[config.mk]
export PLATFORM = sky130hd
export DESIGN_NAME = tas_top
export DESIGN_NICKNAME = d
export VERILOG_FILES = /design/src/pkg/tas_pkg.sv /design/src/rtl/tas_sync.sv /design/src/rtl/tas_top.sv
export SDC_FILE = /design/constraint.sdc
export NUM_CORES = 1
export LEC_CHECK = 0
export ABC_AREA = 1
export BUFFER_PORTS_ARGS = -buffer_cell sky130_fd_sc_hd__buf_2
export CAP_MARGIN = 20
export CORE_MARGIN = 2
export CORE_UTILIZATION = 55
export CTS_CLUSTER_SIZE = 30
export DETAILED_ROUTE_END_ITERATION = 12
export PLACE_DENSITY = 0.75
export SLEW_MARGIN = 15
export SYNTH_ARGS = -nofsm -noshare
export SYNTH_HDL_FRONTEND = slang
export SYNTH_HIERARCHICAL = 1
export SYNTH_SLANG_ARGS = --single-unit
[constraint.sdc]
create_clock -name clk -period 6.1 [get_ports clk]
set_input_delay 1.83 -clock clk [delete_from_list [all_inputs] [get_ports clk]]
set_output_delay 1.83 -clock clk [all_outputs]
set_load 0.01 [all_outputs]
[src/pkg/tas_pkg.sv]
// package: register map, field layout, encodings and timing for trigger/srq
package tas_pkg;
  // register word addresses (byte address = 4 * word index on avalon)
  localparam logic [5:0] REG_CMD = 6'h00;
  localparam logic [5:0] REG_TRIG_CFG = 6'h01;
  localparam logic [5:0] REG_TRIG_COUNT = 6'h02;
  localparam logic [5:0] REG_TIMER_MS = 6'h03;
  localparam logic [5:0] REG_ARM2_CFG = 6'h04;
  localparam logic [5:0] REG_RANGE_SEL = 6'h05;
  localparam logic [5:0] REG_RANGE_REQ = 6'h06;
  localparam logic [5:0] REG_RANGE_FS = 6'h07;
  localparam logic [5:0] REG_AUTORANGE = 6'h08;
  localparam logic [5:0] REG_MEAS_EVENT = 6'h09;
  localparam logic [5:0] REG_MEAS_ENABLE = 6'h0A;
  localparam logic [5:0] REG_SRQ_ENABLE = 6'h0B;
  localparam logic [5:0] REG_STATUS_BYTE = 6'h0C;
  localparam logic [5:0] REG_BUF_CFG = 6'h0D;
  localparam logic [5:0] REG_TRIG_STATE = 6'h0E;
  localparam logic [5:0] REG_READ_CNT = 6'h0F;

  // command register bits (write one to act)
  localparam int CMD_INIT = 0;
  localparam int CMD_ABORT = 1;
  localparam int CMD_RESET = 2;
  localparam int CMD_CLS = 3;
  localparam int CMD_PRESET = 4;

  // measurement event bits
  localparam int MEV_RDG_AVAIL = 5;
  localparam int MEV_BUF_FULL = 9;
  // status byte bits
  localparam int STB_MSB = 0;
  localparam int STB_RQS = 6;

  // trigger layer sources
  localparam logic [1:0] SRC_IMM = 2'h0;
  localparam logic [1:0] SRC_EXT = 2'h1;
  localparam logic [1:0] SRC_TIM = 2'h2;
  localparam logic [1:0] SRC_HOLD = 2'h3;

  // buffer feed control
  localparam logic [1:0] FEED_NEVER = 2'h0;
  localparam logic [1:0] FEED_NEXT = 2'h1;
  localparam logic [1:0] FEED_ALWAYS = 2'h2;

  localparam int NUM_FUNC = 4;
  localparam int NUM_RANGES = 5;
  localparam int BUF_PTS_W = 16;
  // full-scale range values in integer units
  localparam logic [31:0] RANGE_FS_0 = 32'h0000_0002;
  localparam logic [31:0] RANGE_FS_1 = 32'h0000_0014;
  localparam logic [31:0] RANGE_FS_2 = 32'h0000_00C8;
  localparam logic [31:0] RANGE_FS_3 = 32'h0000_03E8;
  localparam logic [31:0] RANGE_FS_4 = 32'h0000_2710;

  // timer: interval programmed in ms, 0.001 s minimum
  localparam int CLK_HZ = 125000000;
  localparam int TIMER_TICK_MS = 1;
  localparam int TICK_CYCLES = CLK_HZ / 1000 * TIMER_TICK_MS;
  localparam logic [31:0] TIMER_MIN_MS = 32'h0000_0001;
  localparam logic [39:0] TIMER_MAX_MS = 40'h17_4876_E7FF;
  localparam logic [31:0] TIMER_RST_MS = 32'h0000_0001;
  localparam logic [15:0] STATUS_EN_RST = 16'h0000;
  localparam logic [7:0] SRQ_EN_RST = 8'h00;
  localparam logic [15:0] BUF_PTS_RST = 16'h0064;

  // trigger model states, gray along idle->arm2->trigger->measure
  typedef enum logic [1:0] {
    TAS_IDLE = 2'b00,
    TAS_ARM2 = 2'b01,
    TAS_TRIG = 2'b11,
    TAS_MEAS = 2'b10
  } tas_state_t;

  // trigger configuration carried as one word
  typedef struct packed {
    logic [1:0] source;
    logic infinite;
  } tas_trig_cfg_t;

  // measurement request and completion pair
  typedef struct packed {
    logic start;
    logic done;
  } tas_meas_hs_t;
endpackage

[src/rtl/tas_sync.sv]
// two-stage synchroniser with edge pulse taken from the second and third stages
`timescale 1ns/10ps
module tas_sync (
  input wire logic clk,
  input wire logic rst,
  input wire logic din,
  output logic rise
);
  logic s1_q, s2_q, s3_q;
  // first stage feeds only the second
  always_ff @(posedge clk) begin
    if (rst) begin
      s1_q <= 1'b0;
      s2_q <= 1'b0;
      s3_q <= 1'b0;
    end else begin
      s1_q <= din;
      s2_q <= s1_q;
      s3_q <= s2_q;
    end
  end
  assign rise = s2_q & ~s3_q;
endmodule // tas_sync

[src/rtl/tas_top.sv]
// trigger model, range bookkeeping and service request logic
//
// Local design decisions: the register offsets and the Avalon-MM slave port.
`timescale 1ns/10ps
// Notes on behaviour
// - range and autorange are held per measurement function
// - range argument is the largest value expected to be measured
// - requested range value is rounded to an integer before selection
// - range query returns full-scale of the range in use
// - source selection, two arm levels and a hold source exist
// - writing trigger settings never arms; only initiate leaves idle
// - reset command restores trigger controls and idles the model
// - trigger source after reset is immediate
// - external source takes one reading per external pulse
// - infinite count never leaves the trigger layer by itself
// - abort idles the model and ignores triggers until initiate
// - external arm layer two waits for first external pulse
// - immediate source starts readings back to back
// - timer source reads on entry then once per interval
// - service request raised on enabled status transitions
// - enable 512 plus srq enable 1 makes buffer full request
// - serial poll releases the service request line
// - an event register requests once until read or cleared
// - status setup survives reset command; only preset restores it
// - reading an event register returns then clears it; bit 9 full
// - feed next stores readings at once, stops when buffer full
// - timer interval spans 0.001 to 99999999.999 seconds; the 32-bit register holds up to 4294967.295 s, no upper clamp
module tas_top (
  input wire logic clk,
  input wire logic rst,
  input wire logic [5:0] avs_address,
  input wire logic avs_read,
  input wire logic avs_write,
  input wire logic [31:0] avs_writedata,
  output logic [31:0] avs_readdata,
  output logic avs_waitrequest,
  input wire logic ext_trig_in,
  input wire logic serial_poll,
  input wire logic meas_done,
  output logic meas_start,
  output logic srq_out,
  output logic [7:0] poll_status
);
  logic ext_rise;
  logic tick;
  logic [31:0] tick_cnt_q, tick_cnt_d;
  tas_pkg::tas_state_t st_q, st_d;
  tas_pkg::tas_trig_cfg_t tcfg_q, tcfg_d;
  logic arm2_ext_q, arm2_ext_d;
  logic [31:0] tcount_q, tcount_d;
  logic [31:0] done_cnt_q, done_cnt_d;
  logic [31:0] timer_ms_q, timer_ms_d;
  logic [31:0] ms_cnt_q, ms_cnt_d;
  logic tmr_fire_q, tmr_fire_d;
  logic [1:0] fsel_q, fsel_d;
  logic [2:0] rng_q [tas_pkg::NUM_FUNC];
  logic [2:0] rng_d [tas_pkg::NUM_FUNC];
  logic [tas_pkg::NUM_FUNC-1:0] auto_q, auto_d;
  logic [15:0] mev_q, mev_d;
  logic [15:0] men_q, men_d;
  logic [7:0] sre_q, sre_d;
  logic msb_prev_q, msb_prev_d;
  logic srq_q, srq_d;
  logic fired_q, fired_d;
  logic [1:0] feed_q, feed_d;
  logic [15:0] pts_q, pts_d;
  logic [15:0] stored_q, stored_d;
  logic [31:0] rdata_q, rdata_d;
  logic ack_q, ack_d;
  logic wr, rd;
  logic [31:0] round_val;
  logic [2:0] pick;
  logic msb_now;
  logic [31:0] fs_sel;

  // external trigger pin crosses into clk domain
  tas_sync u_ext (
    .clk(clk),
    .rst(rst),
    .din(ext_trig_in),
    .rise(ext_rise)
  );

  // bus: one wait cycle; a write lands only at the edge with waitrequest
  // low, while a read snapshots its word at the first edge
  assign wr = avs_write & ack_q;
  assign rd = avs_read & ~ack_q;
  assign avs_waitrequest = (avs_read | avs_write) & ~ack_q;
  assign avs_readdata = rdata_q;
  assign ack_d = (avs_read | avs_write) & ~ack_q;

  // 1 ms tick from a free-running divider, one-cycle enable
  always_comb begin
    tick_cnt_d = tick_cnt_q + 32'h0000_0001;
    tick = 1'b0;
    if (tick_cnt_q == 32'(tas_pkg::TICK_CYCLES - 1)) begin
      tick_cnt_d = 32'h0000_0000;
      tick = 1'b1;
    end
  end

  // range pick: round half up, then smallest full-scale covering it
  always_comb begin
    round_val = 32'(avs_writedata[31:8]) + 32'(avs_writedata[7]);
    if (round_val <= tas_pkg::RANGE_FS_0) pick = 3'd0;
    else if (round_val <= tas_pkg::RANGE_FS_1) pick = 3'd1;
    else if (round_val <= tas_pkg::RANGE_FS_2) pick = 3'd2;
    else if (round_val <= tas_pkg::RANGE_FS_3) pick = 3'd3;
    else pick = 3'd4;
    case (rng_q[fsel_q])
      3'd0: fs_sel = tas_pkg::RANGE_FS_0;
      3'd1: fs_sel = tas_pkg::RANGE_FS_1;
      3'd2: fs_sel = tas_pkg::RANGE_FS_2;
      3'd3: fs_sel = tas_pkg::RANGE_FS_3;
      default: fs_sel = tas_pkg::RANGE_FS_4;
    endcase
  end

  // summary bit from enabled measurement events
  assign msb_now = |(mev_q & men_q);

  // trigger model and configuration next state
  always_comb begin
    st_d = st_q;
    tcfg_d = tcfg_q;
    arm2_ext_d = arm2_ext_q;
    tcount_d = tcount_q;
    done_cnt_d = done_cnt_q;
    timer_ms_d = timer_ms_q;
    ms_cnt_d = ms_cnt_q;
    tmr_fire_d = 1'b0;
    meas_start = 1'b0;
    // writes to settings only store; state is untouched
    if (wr && avs_address == tas_pkg::REG_TRIG_CFG) begin
      tcfg_d.source = avs_writedata[1:0];
      tcfg_d.infinite = avs_writedata[2];
    end
    if (wr && avs_address == tas_pkg::REG_TRIG_COUNT)
      tcount_d = avs_writedata;
    if (wr && avs_address == tas_pkg::REG_ARM2_CFG)
      arm2_ext_d = avs_writedata[0];
    // raise timer to the legal minimum, ms units; no upper clamp
    if (wr && avs_address == tas_pkg::REG_TIMER_MS) begin
      if (avs_writedata < tas_pkg::TIMER_MIN_MS)
        timer_ms_d = tas_pkg::TIMER_MIN_MS;
      else
        timer_ms_d = avs_writedata;
    end
    // interval counter runs in the trigger and measure states, cleared elsewhere
    if (st_q == tas_pkg::TAS_TRIG || st_q == tas_pkg::TAS_MEAS) begin
      if (tick) begin
        if (ms_cnt_q + 32'h0000_0001 >= timer_ms_q) begin
          ms_cnt_d = 32'h0000_0000;
          tmr_fire_d = 1'b1;
        end else begin
          ms_cnt_d = ms_cnt_q + 32'h0000_0001;
        end
      end
    end else begin
      ms_cnt_d = 32'h0000_0000;
    end
    case (st_q)
      tas_pkg::TAS_IDLE: begin
        // no source acts here; only initiate leaves
        done_cnt_d = 32'h0000_0000;
        if (wr && avs_address == tas_pkg::REG_CMD
            && avs_writedata[tas_pkg::CMD_INIT])
          st_d = arm2_ext_q ? tas_pkg::TAS_ARM2 : tas_pkg::TAS_TRIG;
      end
      tas_pkg::TAS_ARM2: begin
        if (ext_rise) st_d = tas_pkg::TAS_TRIG;
      end
      tas_pkg::TAS_TRIG: begin
        // timer reads on entry: entry behaves like a fired interval
        if (!tcfg_q.infinite && tcount_q != 32'h0000_0000
            && done_cnt_q >= tcount_q) begin
          st_d = tas_pkg::TAS_IDLE;
        end else begin
          case (tcfg_q.source)
            tas_pkg::SRC_IMM: meas_start = 1'b1;
            tas_pkg::SRC_EXT: meas_start = ext_rise;
            tas_pkg::SRC_TIM:
              meas_start = (done_cnt_q == 32'h0000_0000) | tmr_fire_q;
            default: meas_start = 1'b0;
          endcase
          if (meas_start) st_d = tas_pkg::TAS_MEAS;
        end
      end
      tas_pkg::TAS_MEAS: begin
        if (meas_done) begin
          st_d = tas_pkg::TAS_TRIG;
          // infinite count never counts toward an exit
          if (!tcfg_q.infinite) done_cnt_d = done_cnt_q + 32'h0000_0001;
          else done_cnt_d = 32'h0000_0001;
        end
      end
      default: st_d = tas_pkg::TAS_IDLE;
    endcase
    // abort and reset command override everything
    if (wr && avs_address == tas_pkg::REG_CMD) begin
      if (avs_writedata[tas_pkg::CMD_ABORT]) st_d = tas_pkg::TAS_IDLE;
      if (avs_writedata[tas_pkg::CMD_RESET]) begin
        st_d = tas_pkg::TAS_IDLE;
        tcfg_d.source = tas_pkg::SRC_IMM;
        tcfg_d.infinite = 1'b0;
        tcount_d = 32'h0000_0001;
        arm2_ext_d = 1'b0;
        timer_ms_d = tas_pkg::TIMER_RST_MS;
      end
    end
  end

  // range settings kept per function
  always_comb begin
    fsel_d = fsel_q;
    auto_d = auto_q;
    for (int f = 0; f < tas_pkg::NUM_FUNC; f++) rng_d[f] = rng_q[f];
    if (wr && avs_address == tas_pkg::REG_RANGE_SEL)
      fsel_d = avs_writedata[1:0];
    if (wr && avs_address == tas_pkg::REG_RANGE_REQ)
      rng_d[fsel_q] = pick;
    if (wr && avs_address == tas_pkg::REG_AUTORANGE)
      auto_d[fsel_q] = avs_writedata[0];
  end

  // status system, buffer fill and service request
  always_comb begin
    mev_d = mev_q;
    men_d = men_q;
    sre_d = sre_q;
    srq_d = srq_q;
    fired_d = fired_q;
    feed_d = feed_q;
    pts_d = pts_q;
    stored_d = stored_q;
    msb_prev_d = msb_now;
    // a read of the event register clears it after returning it
    if (rd && avs_address == tas_pkg::REG_MEAS_EVENT) begin
      mev_d = 16'h0000;
      fired_d = 1'b0;
    end
    if (wr && avs_address == tas_pkg::REG_CMD
        && avs_writedata[tas_pkg::CMD_CLS]) begin
      mev_d = 16'h0000;
      fired_d = 1'b0;
    end
    if (wr && avs_address == tas_pkg::REG_BUF_CFG) begin
      feed_d = avs_writedata[1:0];
      pts_d = avs_writedata[31:16];
      stored_d = 16'h0000;
    end
    // buffer storing; events set after clears so a set wins
    if (st_q == tas_pkg::TAS_MEAS && meas_done) begin
      mev_d[tas_pkg::MEV_RDG_AVAIL] = 1'b1;
      if (feed_q == tas_pkg::FEED_ALWAYS
          || (feed_q == tas_pkg::FEED_NEXT && stored_q < pts_q)) begin
        stored_d = stored_q + 16'h0001;
        if (feed_q == tas_pkg::FEED_NEXT && stored_q + 16'h0001 >= pts_q)
          mev_d[tas_pkg::MEV_BUF_FULL] = 1'b1;
      end
    end
    if (wr && avs_address == tas_pkg::REG_MEAS_ENABLE)
      men_d = avs_writedata[15:0];
    if (wr && avs_address == tas_pkg::REG_SRQ_ENABLE)
      sre_d = avs_writedata[7:0];
    // status setup is restored only on preset, never on reset command
    if (wr && avs_address == tas_pkg::REG_CMD
        && avs_writedata[tas_pkg::CMD_PRESET]) begin
      men_d = tas_pkg::STATUS_EN_RST;
      sre_d = tas_pkg::SRQ_EN_RST;
    end
    // a poll releases the line; a request in the same cycle still wins
    if (serial_poll) srq_d = 1'b0;
    // either edge of the enabled summary requests service, once
    if ((msb_now != msb_prev_q) && sre_q[tas_pkg::STB_MSB]
        && !fired_q) begin
      srq_d = 1'b1;
      if (msb_now) fired_d = 1'b1;
    end
  end

  // read mux, registered for the answer edge
  always_comb begin
    rdata_d = rdata_q;
    if (rd) begin
      case (avs_address)
        tas_pkg::REG_TRIG_CFG:
          rdata_d = {29'h0, tcfg_q.infinite, tcfg_q.source};
        tas_pkg::REG_TRIG_COUNT: rdata_d = tcount_q;
        tas_pkg::REG_TIMER_MS: rdata_d = timer_ms_q;
        tas_pkg::REG_ARM2_CFG: rdata_d = {31'h0, arm2_ext_q};
        tas_pkg::REG_RANGE_SEL: rdata_d = {30'h0, fsel_q};
        tas_pkg::REG_RANGE_FS: rdata_d = fs_sel;
        tas_pkg::REG_AUTORANGE: rdata_d = {31'h0, auto_q[fsel_q]};
        tas_pkg::REG_MEAS_EVENT: rdata_d = {16'h0, mev_q};
        tas_pkg::REG_MEAS_ENABLE: rdata_d = {16'h0, men_q};
        tas_pkg::REG_SRQ_ENABLE: rdata_d = {24'h0, sre_q};
        tas_pkg::REG_STATUS_BYTE: rdata_d = {24'h0, poll_status};
        tas_pkg::REG_BUF_CFG: rdata_d = {pts_q, 14'h0, feed_q};
        tas_pkg::REG_TRIG_STATE: rdata_d = {30'h0, st_q};
        tas_pkg::REG_READ_CNT: rdata_d = {16'h0, stored_q};
        default: rdata_d = 32'h0000_0000;
      endcase
    end
  end

  // status byte: summary plus request bit (64) for the poll
  assign poll_status = {1'b0, srq_q, 5'h00, msb_now};
  assign srq_out = srq_q;

  // all state registers
  always_ff @(posedge clk) begin
    if (rst) begin
      tick_cnt_q <= 32'h0000_0000;
      st_q <= tas_pkg::TAS_IDLE;
      tcfg_q <= '{source: tas_pkg::SRC_IMM, infinite: 1'b0};
      arm2_ext_q <= 1'b0;
      tcount_q <= 32'h0000_0001;
      done_cnt_q <= 32'h0000_0000;
      timer_ms_q <= tas_pkg::TIMER_RST_MS;
      ms_cnt_q <= 32'h0000_0000;
      tmr_fire_q <= 1'b0;
      fsel_q <= 2'h0;
      auto_q <= '0;
      for (int f = 0; f < tas_pkg::NUM_FUNC; f++) rng_q[f] <= 3'd4;
      mev_q <= 16'h0000;
      men_q <= tas_pkg::STATUS_EN_RST;
      sre_q <= tas_pkg::SRQ_EN_RST;
      msb_prev_q <= 1'b0;
      srq_q <= 1'b0;
      fired_q <= 1'b0;
      feed_q <= tas_pkg::FEED_NEVER;
      pts_q <= tas_pkg::BUF_PTS_RST;
      stored_q <= 16'h0000;
      rdata_q <= 32'h0000_0000;
      ack_q <= 1'b0;
    end else begin
      tick_cnt_q <= tick_cnt_d;
      st_q <= st_d;
      tcfg_q <= tcfg_d;
      arm2_ext_q <= arm2_ext_d;
      tcount_q <= tcount_d;
      done_cnt_q <= done_cnt_d;
      timer_ms_q <= timer_ms_d;
      ms_cnt_q <= ms_cnt_d;
      tmr_fire_q <= tmr_fire_d;
      fsel_q <= fsel_d;
      auto_q <= auto_d;
      rng_q <= rng_d;
      mev_q <= mev_d;
      men_q <= men_d;
      sre_q <= sre_d;
      msb_prev_q <= msb_prev_d;
      srq_q <= srq_d;
      fired_q <= fired_d;
      feed_q <= feed_d;
      pts_q <= pts_d;
      stored_q <= stored_d;
      rdata_q <= rdata_d;
      ack_q <= ack_d;
    end
  end
endmodule // tas_top

Word-level counts from Yosys, hierarchy flattened. Cells that the tools add are included.

Register bits: 284. Input bits: 45. Output and inout port bits: 43. Word-level logic and storage cells: 198.

Add/subtract/negate cells: 5. $lt $le $gt $ge: 13. Eq/ne operators: 28. Muxes and demuxes: 66. Bitwise gates (word level): 12. Reductions and logical operators: 43.

Operator list (count): $pmux 32 s14 (1); $mux 32 (10); $add 32x1->32 const B (3); $ge 32x32->1 (2); $pmux 32 s2 (1); $pmux 14 s4 (1); $eq 6x4->1 const B (8); $mux 16 (3); $eq 32x17->1 const B (1); $logic_not 32->1 (1); $lt 32x1->1 const B (1); $reduce_bool 32->1 (1); $mux 3 (10); $add 24x1->25 (1); $le 25x10->1 const B (1); $le 25x2->1 const B (1); $le 25x5->1 const B (1); $le 25x8->1 const B (1); $eq 6x3->1 const B (4); $logic_and 1x1->1 (24); $mux 1 (21); $mux 10 (2); $mux 2 (9); $add 16x1->16 const B (1); other kinds (38) (58).

Logic depth before layout (Yosys ltp).
Word-level depth: 11. Gate-level depth with buffers: 20. Depth with buffers taken out: 20.

By module. The synthesis kept the hierarchy.

Modules (own cells, without submodules): tas_top (times used 1, cells an instance 2520, area each 17028.8 um2, seq. area each 5625.4 um2); tas_sync (times used 1, cells an instance 10, area each 86.3 um2, seq. area each 60.1 um2).

Worst setup path after synthesis. OpenSTA, ideal clock, no wires.

Kind: input-to-output. From: input port avs_write. To: output port avs_waitrequest. Arrival: 2024 ps. Setup slack: 2246 ps. Stages on the path: 2. Cell sequence: nor2_1 -> nor2_1.

Word-level cells in the longest chain between the ends: 2.

RTL lines: start, declared (line tas_top.sv:33) `input wire logic avs_write,`; $or 1x1->1 (line tas_top.sv:88) `assign avs_waitrequest = (avs_read | avs_write) & ~ack_q;`; $and 1x1->1 (line tas_top.sv:88); end, declared (line tas_top.sv:36) `output logic avs_waitrequest,`.

No other way between the ends.

Worst setup path after layout.
From: register tcount_q[25]. To: output port meas_start.

Word-level cells in the longest chain between the ends: 5.

RTL lines: start, declared (line tas_top.sv:50) `logic [31:0] tcount_q, tcount_d;`; start signal, assigned (line tas_top.sv:342) `tcount_q <= tcount_d;`; parallel branches: the longest is 2 deep, another holds $ge 32x32->1; $logic_and 1x1->1 * (line tas_top.sv:176) `&& done_cnt_q >= tcount_q) begin`; $mux 1 * (line tas_top.sv:175) `if (!tcfg_q.infinite && tcount_q != 32'h0000_0000`; $mux 1 * (line tas_top.sv:162) `case (st_q)`; end, declared (line tas_top.sv:40) `output logic meas_start,`.

Every way passes the cells marked *.

==> impl_results.html <==
<table>
<tr><th>Metric</th><th>Value</th></tr>
<tr><th colspan="2">Outcome</th></tr>
<tr><td>Result of the run</td><td>finished, final reports clean</td></tr>
<tr><th colspan="2">Yosys</th></tr>
<tr><td>Post-Syn Area</td><td>0.0171 mm^2</td></tr>
<tr><td>Leading cell types by total area after synthesis</td><td>dfxtp_1 33%, nand2_1 10%, ha_1 7.5%</td></tr>
<tr><td>Post-synthesis mux area share</td><td>0%</td></tr>
<tr><td>Combinational family with the most area after synthesis</td><td>simple AND/OR/NAND/NOR gates</td></tr>
<tr><td>Post-synthesis cell type count</td><td>60</td></tr>
<tr><td>Compound-Gate Fraction of Synth Area</td><td>18.3%</td></tr>
<tr><td>Area share of xor/xnor cells in the synthesized design</td><td>2.71%</td></tr>
<tr><td>Share of synthesized cell area in full adder, half adder and majority cells</td><td>approximately 7.5%</td></tr>
<tr><td>Warnings, synthesis</td><td>6</td></tr>
<tr><td>Basic-gate share of the synthesized area counting and, or, nand and nor cells</td><td>~28%</td></tr>
<tr><td>Most used flip-flop cell after synthesis</td><td>dfxtp_1</td></tr>
<tr><td>EDFF count, synth</td><td>0</td></tr>
<tr><td>Share of synthesized flip-flops with an asynchronous set or reset</td><td>0%</td></tr>
<tr><td>Fraction of the yosys area taken by sequential cells</td><td>33.2%</td></tr>
<tr><td>Number of synthesized register bits</td><td>284</td></tr>
<tr><td>Top cell type's share of synthesized area</td><td>33.2%</td></tr>
<tr><td>Mean area per synthesized cell</td><td>6.76 um^2</td></tr>
<tr><td>Cells after synthesis</td><td>~2500</td></tr>
<tr><td>Cell type with the highest aggregate area in the netlist</td><td>dfxtp_1</td></tr>
<tr><th colspan="2">STA</th></tr>
<tr><td>Final-report hold violation count</td><td>0</td></tr>
<tr><td>Final setup violation count</td><td>0</td></tr>
<tr><td>Worst-case clock skew</td><td>approximately 0.016 ns</td></tr>
<tr><td>Max frequency</td><td>0.213 GHz</td></tr>
<tr><td>Setup repair after global routing missed its margin</td><td>no</td></tr>
<tr><td>Max-slew violation total from the final report</td><td>0</td></tr>
<tr><td>Worst Tran Pin Value</td><td>slightly below 1 ns</td></tr>
<tr><td>Share of the clock period used by the worst path after layout</td><td>77.1%</td></tr>
<tr><td>Post-route setup TNS</td><td>0 ns</td></tr>
<tr><td>Max-slew headroom</td><td>a little over a third</td></tr>
<tr><td>Minimum clock period after layout</td><td>around 4.7 ns</td></tr>
<tr><th colspan="2">GRT</th></tr>
<tr><td>M3 GR Usage</td><td>6.06%</td></tr>
<tr><td>First-pass GRT wire length</td><td>~90 mm</td></tr>
<tr><td>Vias in the first global route</td><td>16300</td></tr>
<tr><td>Met1 capacity usage during global routing</td><td>47.5%</td></tr>
<tr><td>Residual overflow from global routing</td><td>0</td></tr>
<tr><td>Initial antenna violation count</td><td>1</td></tr>
<tr><td>Met2 capacity usage during global routing</td><td>54.9%</td></tr>
<tr><td>GRT Resource Usage Total</td><td>34.7%</td></tr>
<tr><td>Maximum number of pins on one net before global-route repair</td><td>64</td></tr>
<tr><td>Highest-utilization routing layer at the global route stage</td><td>met2</td></tr>
<tr><th colspan="2">Clock tree</th></tr>
<tr><td>CTS Hold Buffers Added</td><td>0</td></tr>
<tr><td>Later-pin clock latency in the skew report</td><td>about 0.52 ns</td></tr>
<tr><td>Number of buffers between clock root and the deepest sink</td><td>3</td></tr>
<tr><td>Number of levels in the clock H-tree</td><td>2</td></tr>
<tr><td>Clock Pin Slew Worst Setup and Hold Paths</td><td>0.05 ns</td></tr>
<tr><td>Root Buffer Master</td><td>clkbuf_16</td></tr>
<tr><td>Buffer count from post-CTS setup fixing</td><td>0</td></tr>
<tr><td>Resized cells post-CTS</td><td>0</td></tr>
<tr><td>Total CTS buffers</td><td>34</td></tr>
<tr><td>Clock tree from TritonCTS</td><td>done</td></tr>
<tr><td>Clk sink count</td><td>284</td></tr>
<tr><th colspan="2">Setup path</th></tr>
<tr><td>Worst flop-to-flop path startpoint</td><td>ms_cnt_q[0]</td></tr>
<tr><td>Category of the worst setup path capture point</td><td>primary output</td></tr>
<tr><td>Reg2Reg Setup Slack</td><td>around 1.9 ns</td></tr>
<tr><td>Worst Reg2Reg Path Length in Cells</td><td>20</td></tr>
<tr><td>Worst Setup Path Type</td><td>reg -&gt; out</td></tr>
<tr><td>Worst path arrival time</td><td>approximately 2.9 ns</td></tr>
<tr><td>Worst Path Required</td><td>4.27 ns</td></tr>
<tr><td>Max FO, Critical Path</td><td>4</td></tr>
<tr><td>Reg-to-Reg End</td><td>ms_cnt_q[1]</td></tr>
<tr><td>Type of element launching the critical path</td><td>flip-flop</td></tr>
<tr><th colspan="2">Route</th></tr>
<tr><td>Number of vias in the routed layout</td><td>17700</td></tr>
<tr><td>WL final</td><td>between 50 and 60 mm</td></tr>
<tr><td>Number of DRC markers after the initial detailed-route iteration</td><td>1902</td></tr>
<tr><td>Antenna viol nets, final</td><td>0</td></tr>
<tr><td>Vias per std cell</td><td>5.90</td></tr>
<tr><td>Detail-routed net length per standard cell</td><td>19.4 um</td></tr>
<tr><td>Number of remaining DRC errors</td><td>0</td></tr>
<tr><td>Iteration count of the initial detailed-routing pass</td><td>6</td></tr>
<tr><th colspan="2">Hold path</th></tr>
<tr><td>Worst Min Path Start</td><td>u_ext/s1_q</td></tr>
<tr><td>Hold path cells</td><td>2</td></tr>
<tr><td>Type of the worst min-delay path</td><td>reg -&gt; reg</td></tr>
<tr><td>Hold-critical path endpoint</td><td>u_ext/s2_q</td></tr>
<tr><th colspan="2">Place</th></tr>
<tr><td>Half-perimeter wire length after placement</td><td>approximately 45 mm</td></tr>
<tr><td># port buffers</td><td>between 80 and 90</td></tr>
<tr><td>Post-placement cell count</td><td>2936</td></tr>
<tr><td>Routability congestion estimate</td><td>1.01</td></tr>
<tr><th colspan="2">Pwr</th></tr>
<tr><td>Clock network fraction of design power</td><td>51.0%</td></tr>
<tr><td>Switching power share of the total</td><td>23.2%</td></tr>
<tr><td>Proportion of power drawn by flip-flops and latches</td><td>44.2%</td></tr>
<tr><td>Highest ir drop seen on vdd</td><td>0.210 mV</td></tr>
<tr><td>Pwr Density</td><td>222 mW/mm^2</td></tr>
<tr><td>Leakage dissipation</td><td>7.78 nW</td></tr>
<tr><td>Total Power Consumption</td><td>around 0.0042 W</td></tr>
<tr><td>Relative contribution of combinational cells to total power</td><td>4.8%</td></tr>
<tr><td>Pint</td><td>0.00324 W</td></tr>
<tr><td>Net load switching power</td><td>0.000977 W</td></tr>
<tr><th colspan="2">Cells and area</th></tr>
<tr><td>Total Nets Final</td><td>2726</td></tr>
<tr><td>Layout Area Growth over Synthesis</td><td>11.1%</td></tr>
<tr><td>Fraction of the core area covered by cells at the end of the flow</td><td>62.1%</td></tr>
<tr><td>Most common library cell in the layout ignoring fill and taps</td><td>nand2_1</td></tr>
<tr><td>Fraction of final layout cells with drive strength greater than 1</td><td>~9%</td></tr>
<tr><td>Top library cells by usage in the layout, fill and taps aside</td><td>476 x nand2_1, 334 x inv_1, 284 x dfxtp_1, 273 x nor2_1, 243 x a21oi_1</td></tr>
<tr><td>Number of cells in the finished layout apart from fillers</td><td>2999</td></tr>
<tr><th colspan="2">Die</th></tr>
<tr><td>Standard cell core area</td><td>0.0306 mm^2</td></tr>
<tr><td>Die X</td><td>180 um</td></tr>
<tr><td>Site Rows</td><td>64</td></tr>
<tr><td>Initial Util</td><td>56.0%</td></tr>
<tr><td>Top Ports</td><td>88</td></tr>
<tr><td>Vertical die dimension</td><td>about 180 um</td></tr>
<tr><td>Floorplan die area</td><td>0.0325 mm^2</td></tr>
<tr><th colspan="2">Job</th></tr>
<tr><td>Max-cap violations</td><td>0</td></tr>
</table>
-- worst max-delay path, cell delays in order (launching register included) --
cell     delay (ns)
dfxtp_1        0.33
inv_1          0.10
ha_1           0.31
nand2_1        0.06
nor2_1         0.14
nand2_1        0.08
nor4_1         0.66
nand4_1        0.17
nand3_1        0.14
nand2_1        0.11
nand2_1        0.08
nor2_1         0.04
buf_2          0.15
-- sequential cells by signal, summed over array words and instances, names as in the netlist, 3 cells and up --
register	count
avs_readdata	32
stored_q	16
men_q	16
done_cnt_q	32
pts_q	16
ms_cnt_q	32
timer_ms_q	32
sre_q	8
tcount_q	32
rng_q	12
auto_q	4
tcfg_q	3
tick_cnt_q	32
-- layout make-up --
type,count,area (um^2)
Antenna cell,3,7.51
Clock buffer,51,1070
Clock inverter,7,113
Fill cell,2855,11600
Inverter,346,1300
Multi-Input combinational cell,1813,9770
Sequential cell,284,5690
Tap cell,396,495
Timing Repair Buffer,99,573
-- routing by layer --
layer	wire length, um	part of all wire, %	vias to the layer above
met4	2200	3.8	0
met2	25900	45	860
li1	-	-	8529
met5	0	0	-
met3	5280	9.1	151
met1	24800	43	8155
-- Yosys cell counts, drive strengths merged, types with 3 or more instances --
| library cell | count |
|---|---|
| a211oi | 33 |
| a21oi | 248 |
| a221oi | 8 |
| a22oi | 3 |
| a311oi | 3 |
| a31oi | 5 |
| and3 | 5 |
| buf | 24 |
| clkbuf | 68 |
| clkinv | 5 |
| dfxtp | 284 |
| ha | 103 |
| inv | 341 |
| nand2 | 491 |
| nand3 | 95 |
| nand3b | 5 |
| nand4 | 65 |
| nor2 | 304 |
| nor3 | 72 |
| nor3b | 8 |
| nor4 | 32 |
| o2111ai | 3 |
| o211ai | 13 |
| o21ai | 206 |
| o221ai | 5 |
| o22ai | 26 |
| o31ai | 3 |
| or2 | 4 |
| xnor2 | 7 |
| xor2 | 46 |
-- stage by stage --
stage / setup WS, ns / instance area, um^2 / hold WS [ns]
floorplan: 2.25 / 17100 / 0.388
global placement: 1.72 / 17800 / 0.401
detailed placement: 1.61 / 17800 / 0.400
CTS: 1.43 / 19000 / 0.410
global route: 1.28 / 19000 / 0.424
finish: 1.40 / 19000 / 0.405
-- power by group through the flow --
stage / clock, W / combinational, W / sequential [W]
floorplan: 0 / 0.000112 / 0.00190
global placement: 0 / 0.000193 / 0.00190
detailed placement: 0 / 0.000193 / 0.00190
CTS: 0.00216 / 0.000194 / 0.00186
global route: 0.00225 / 0.000214 / 0.00186
finish: 0.00215 / 0.000201 / 0.00186
-- logic make-up after synthesis --
kind of cell               Yosys count
xor gates and xnor gates            53
DFF                                284
AOI/OAI and AO/OA                  568
other                                1
buffers and inverters              438
and+or+nand+nor                   1083
adders and majority gates          103
-- how the worst max path moves through the flow --
stage | startpoint | end | cells after the start
final | tcount_q[25] | meas_start | 12
after global routing | tcount_q[27] | meas_start | 12
after CTS | done_cnt_q[25] | meas_start | 11
after detailed placement | ms_cnt_q[0] | ms_cnt_q[19] | 19
after global placement | ms_cnt_q[0] | ms_cnt_q[19] | 19
after floorplan | avs_write | avs_waitrequest | 2
Power figures use the tool's default switching activity.
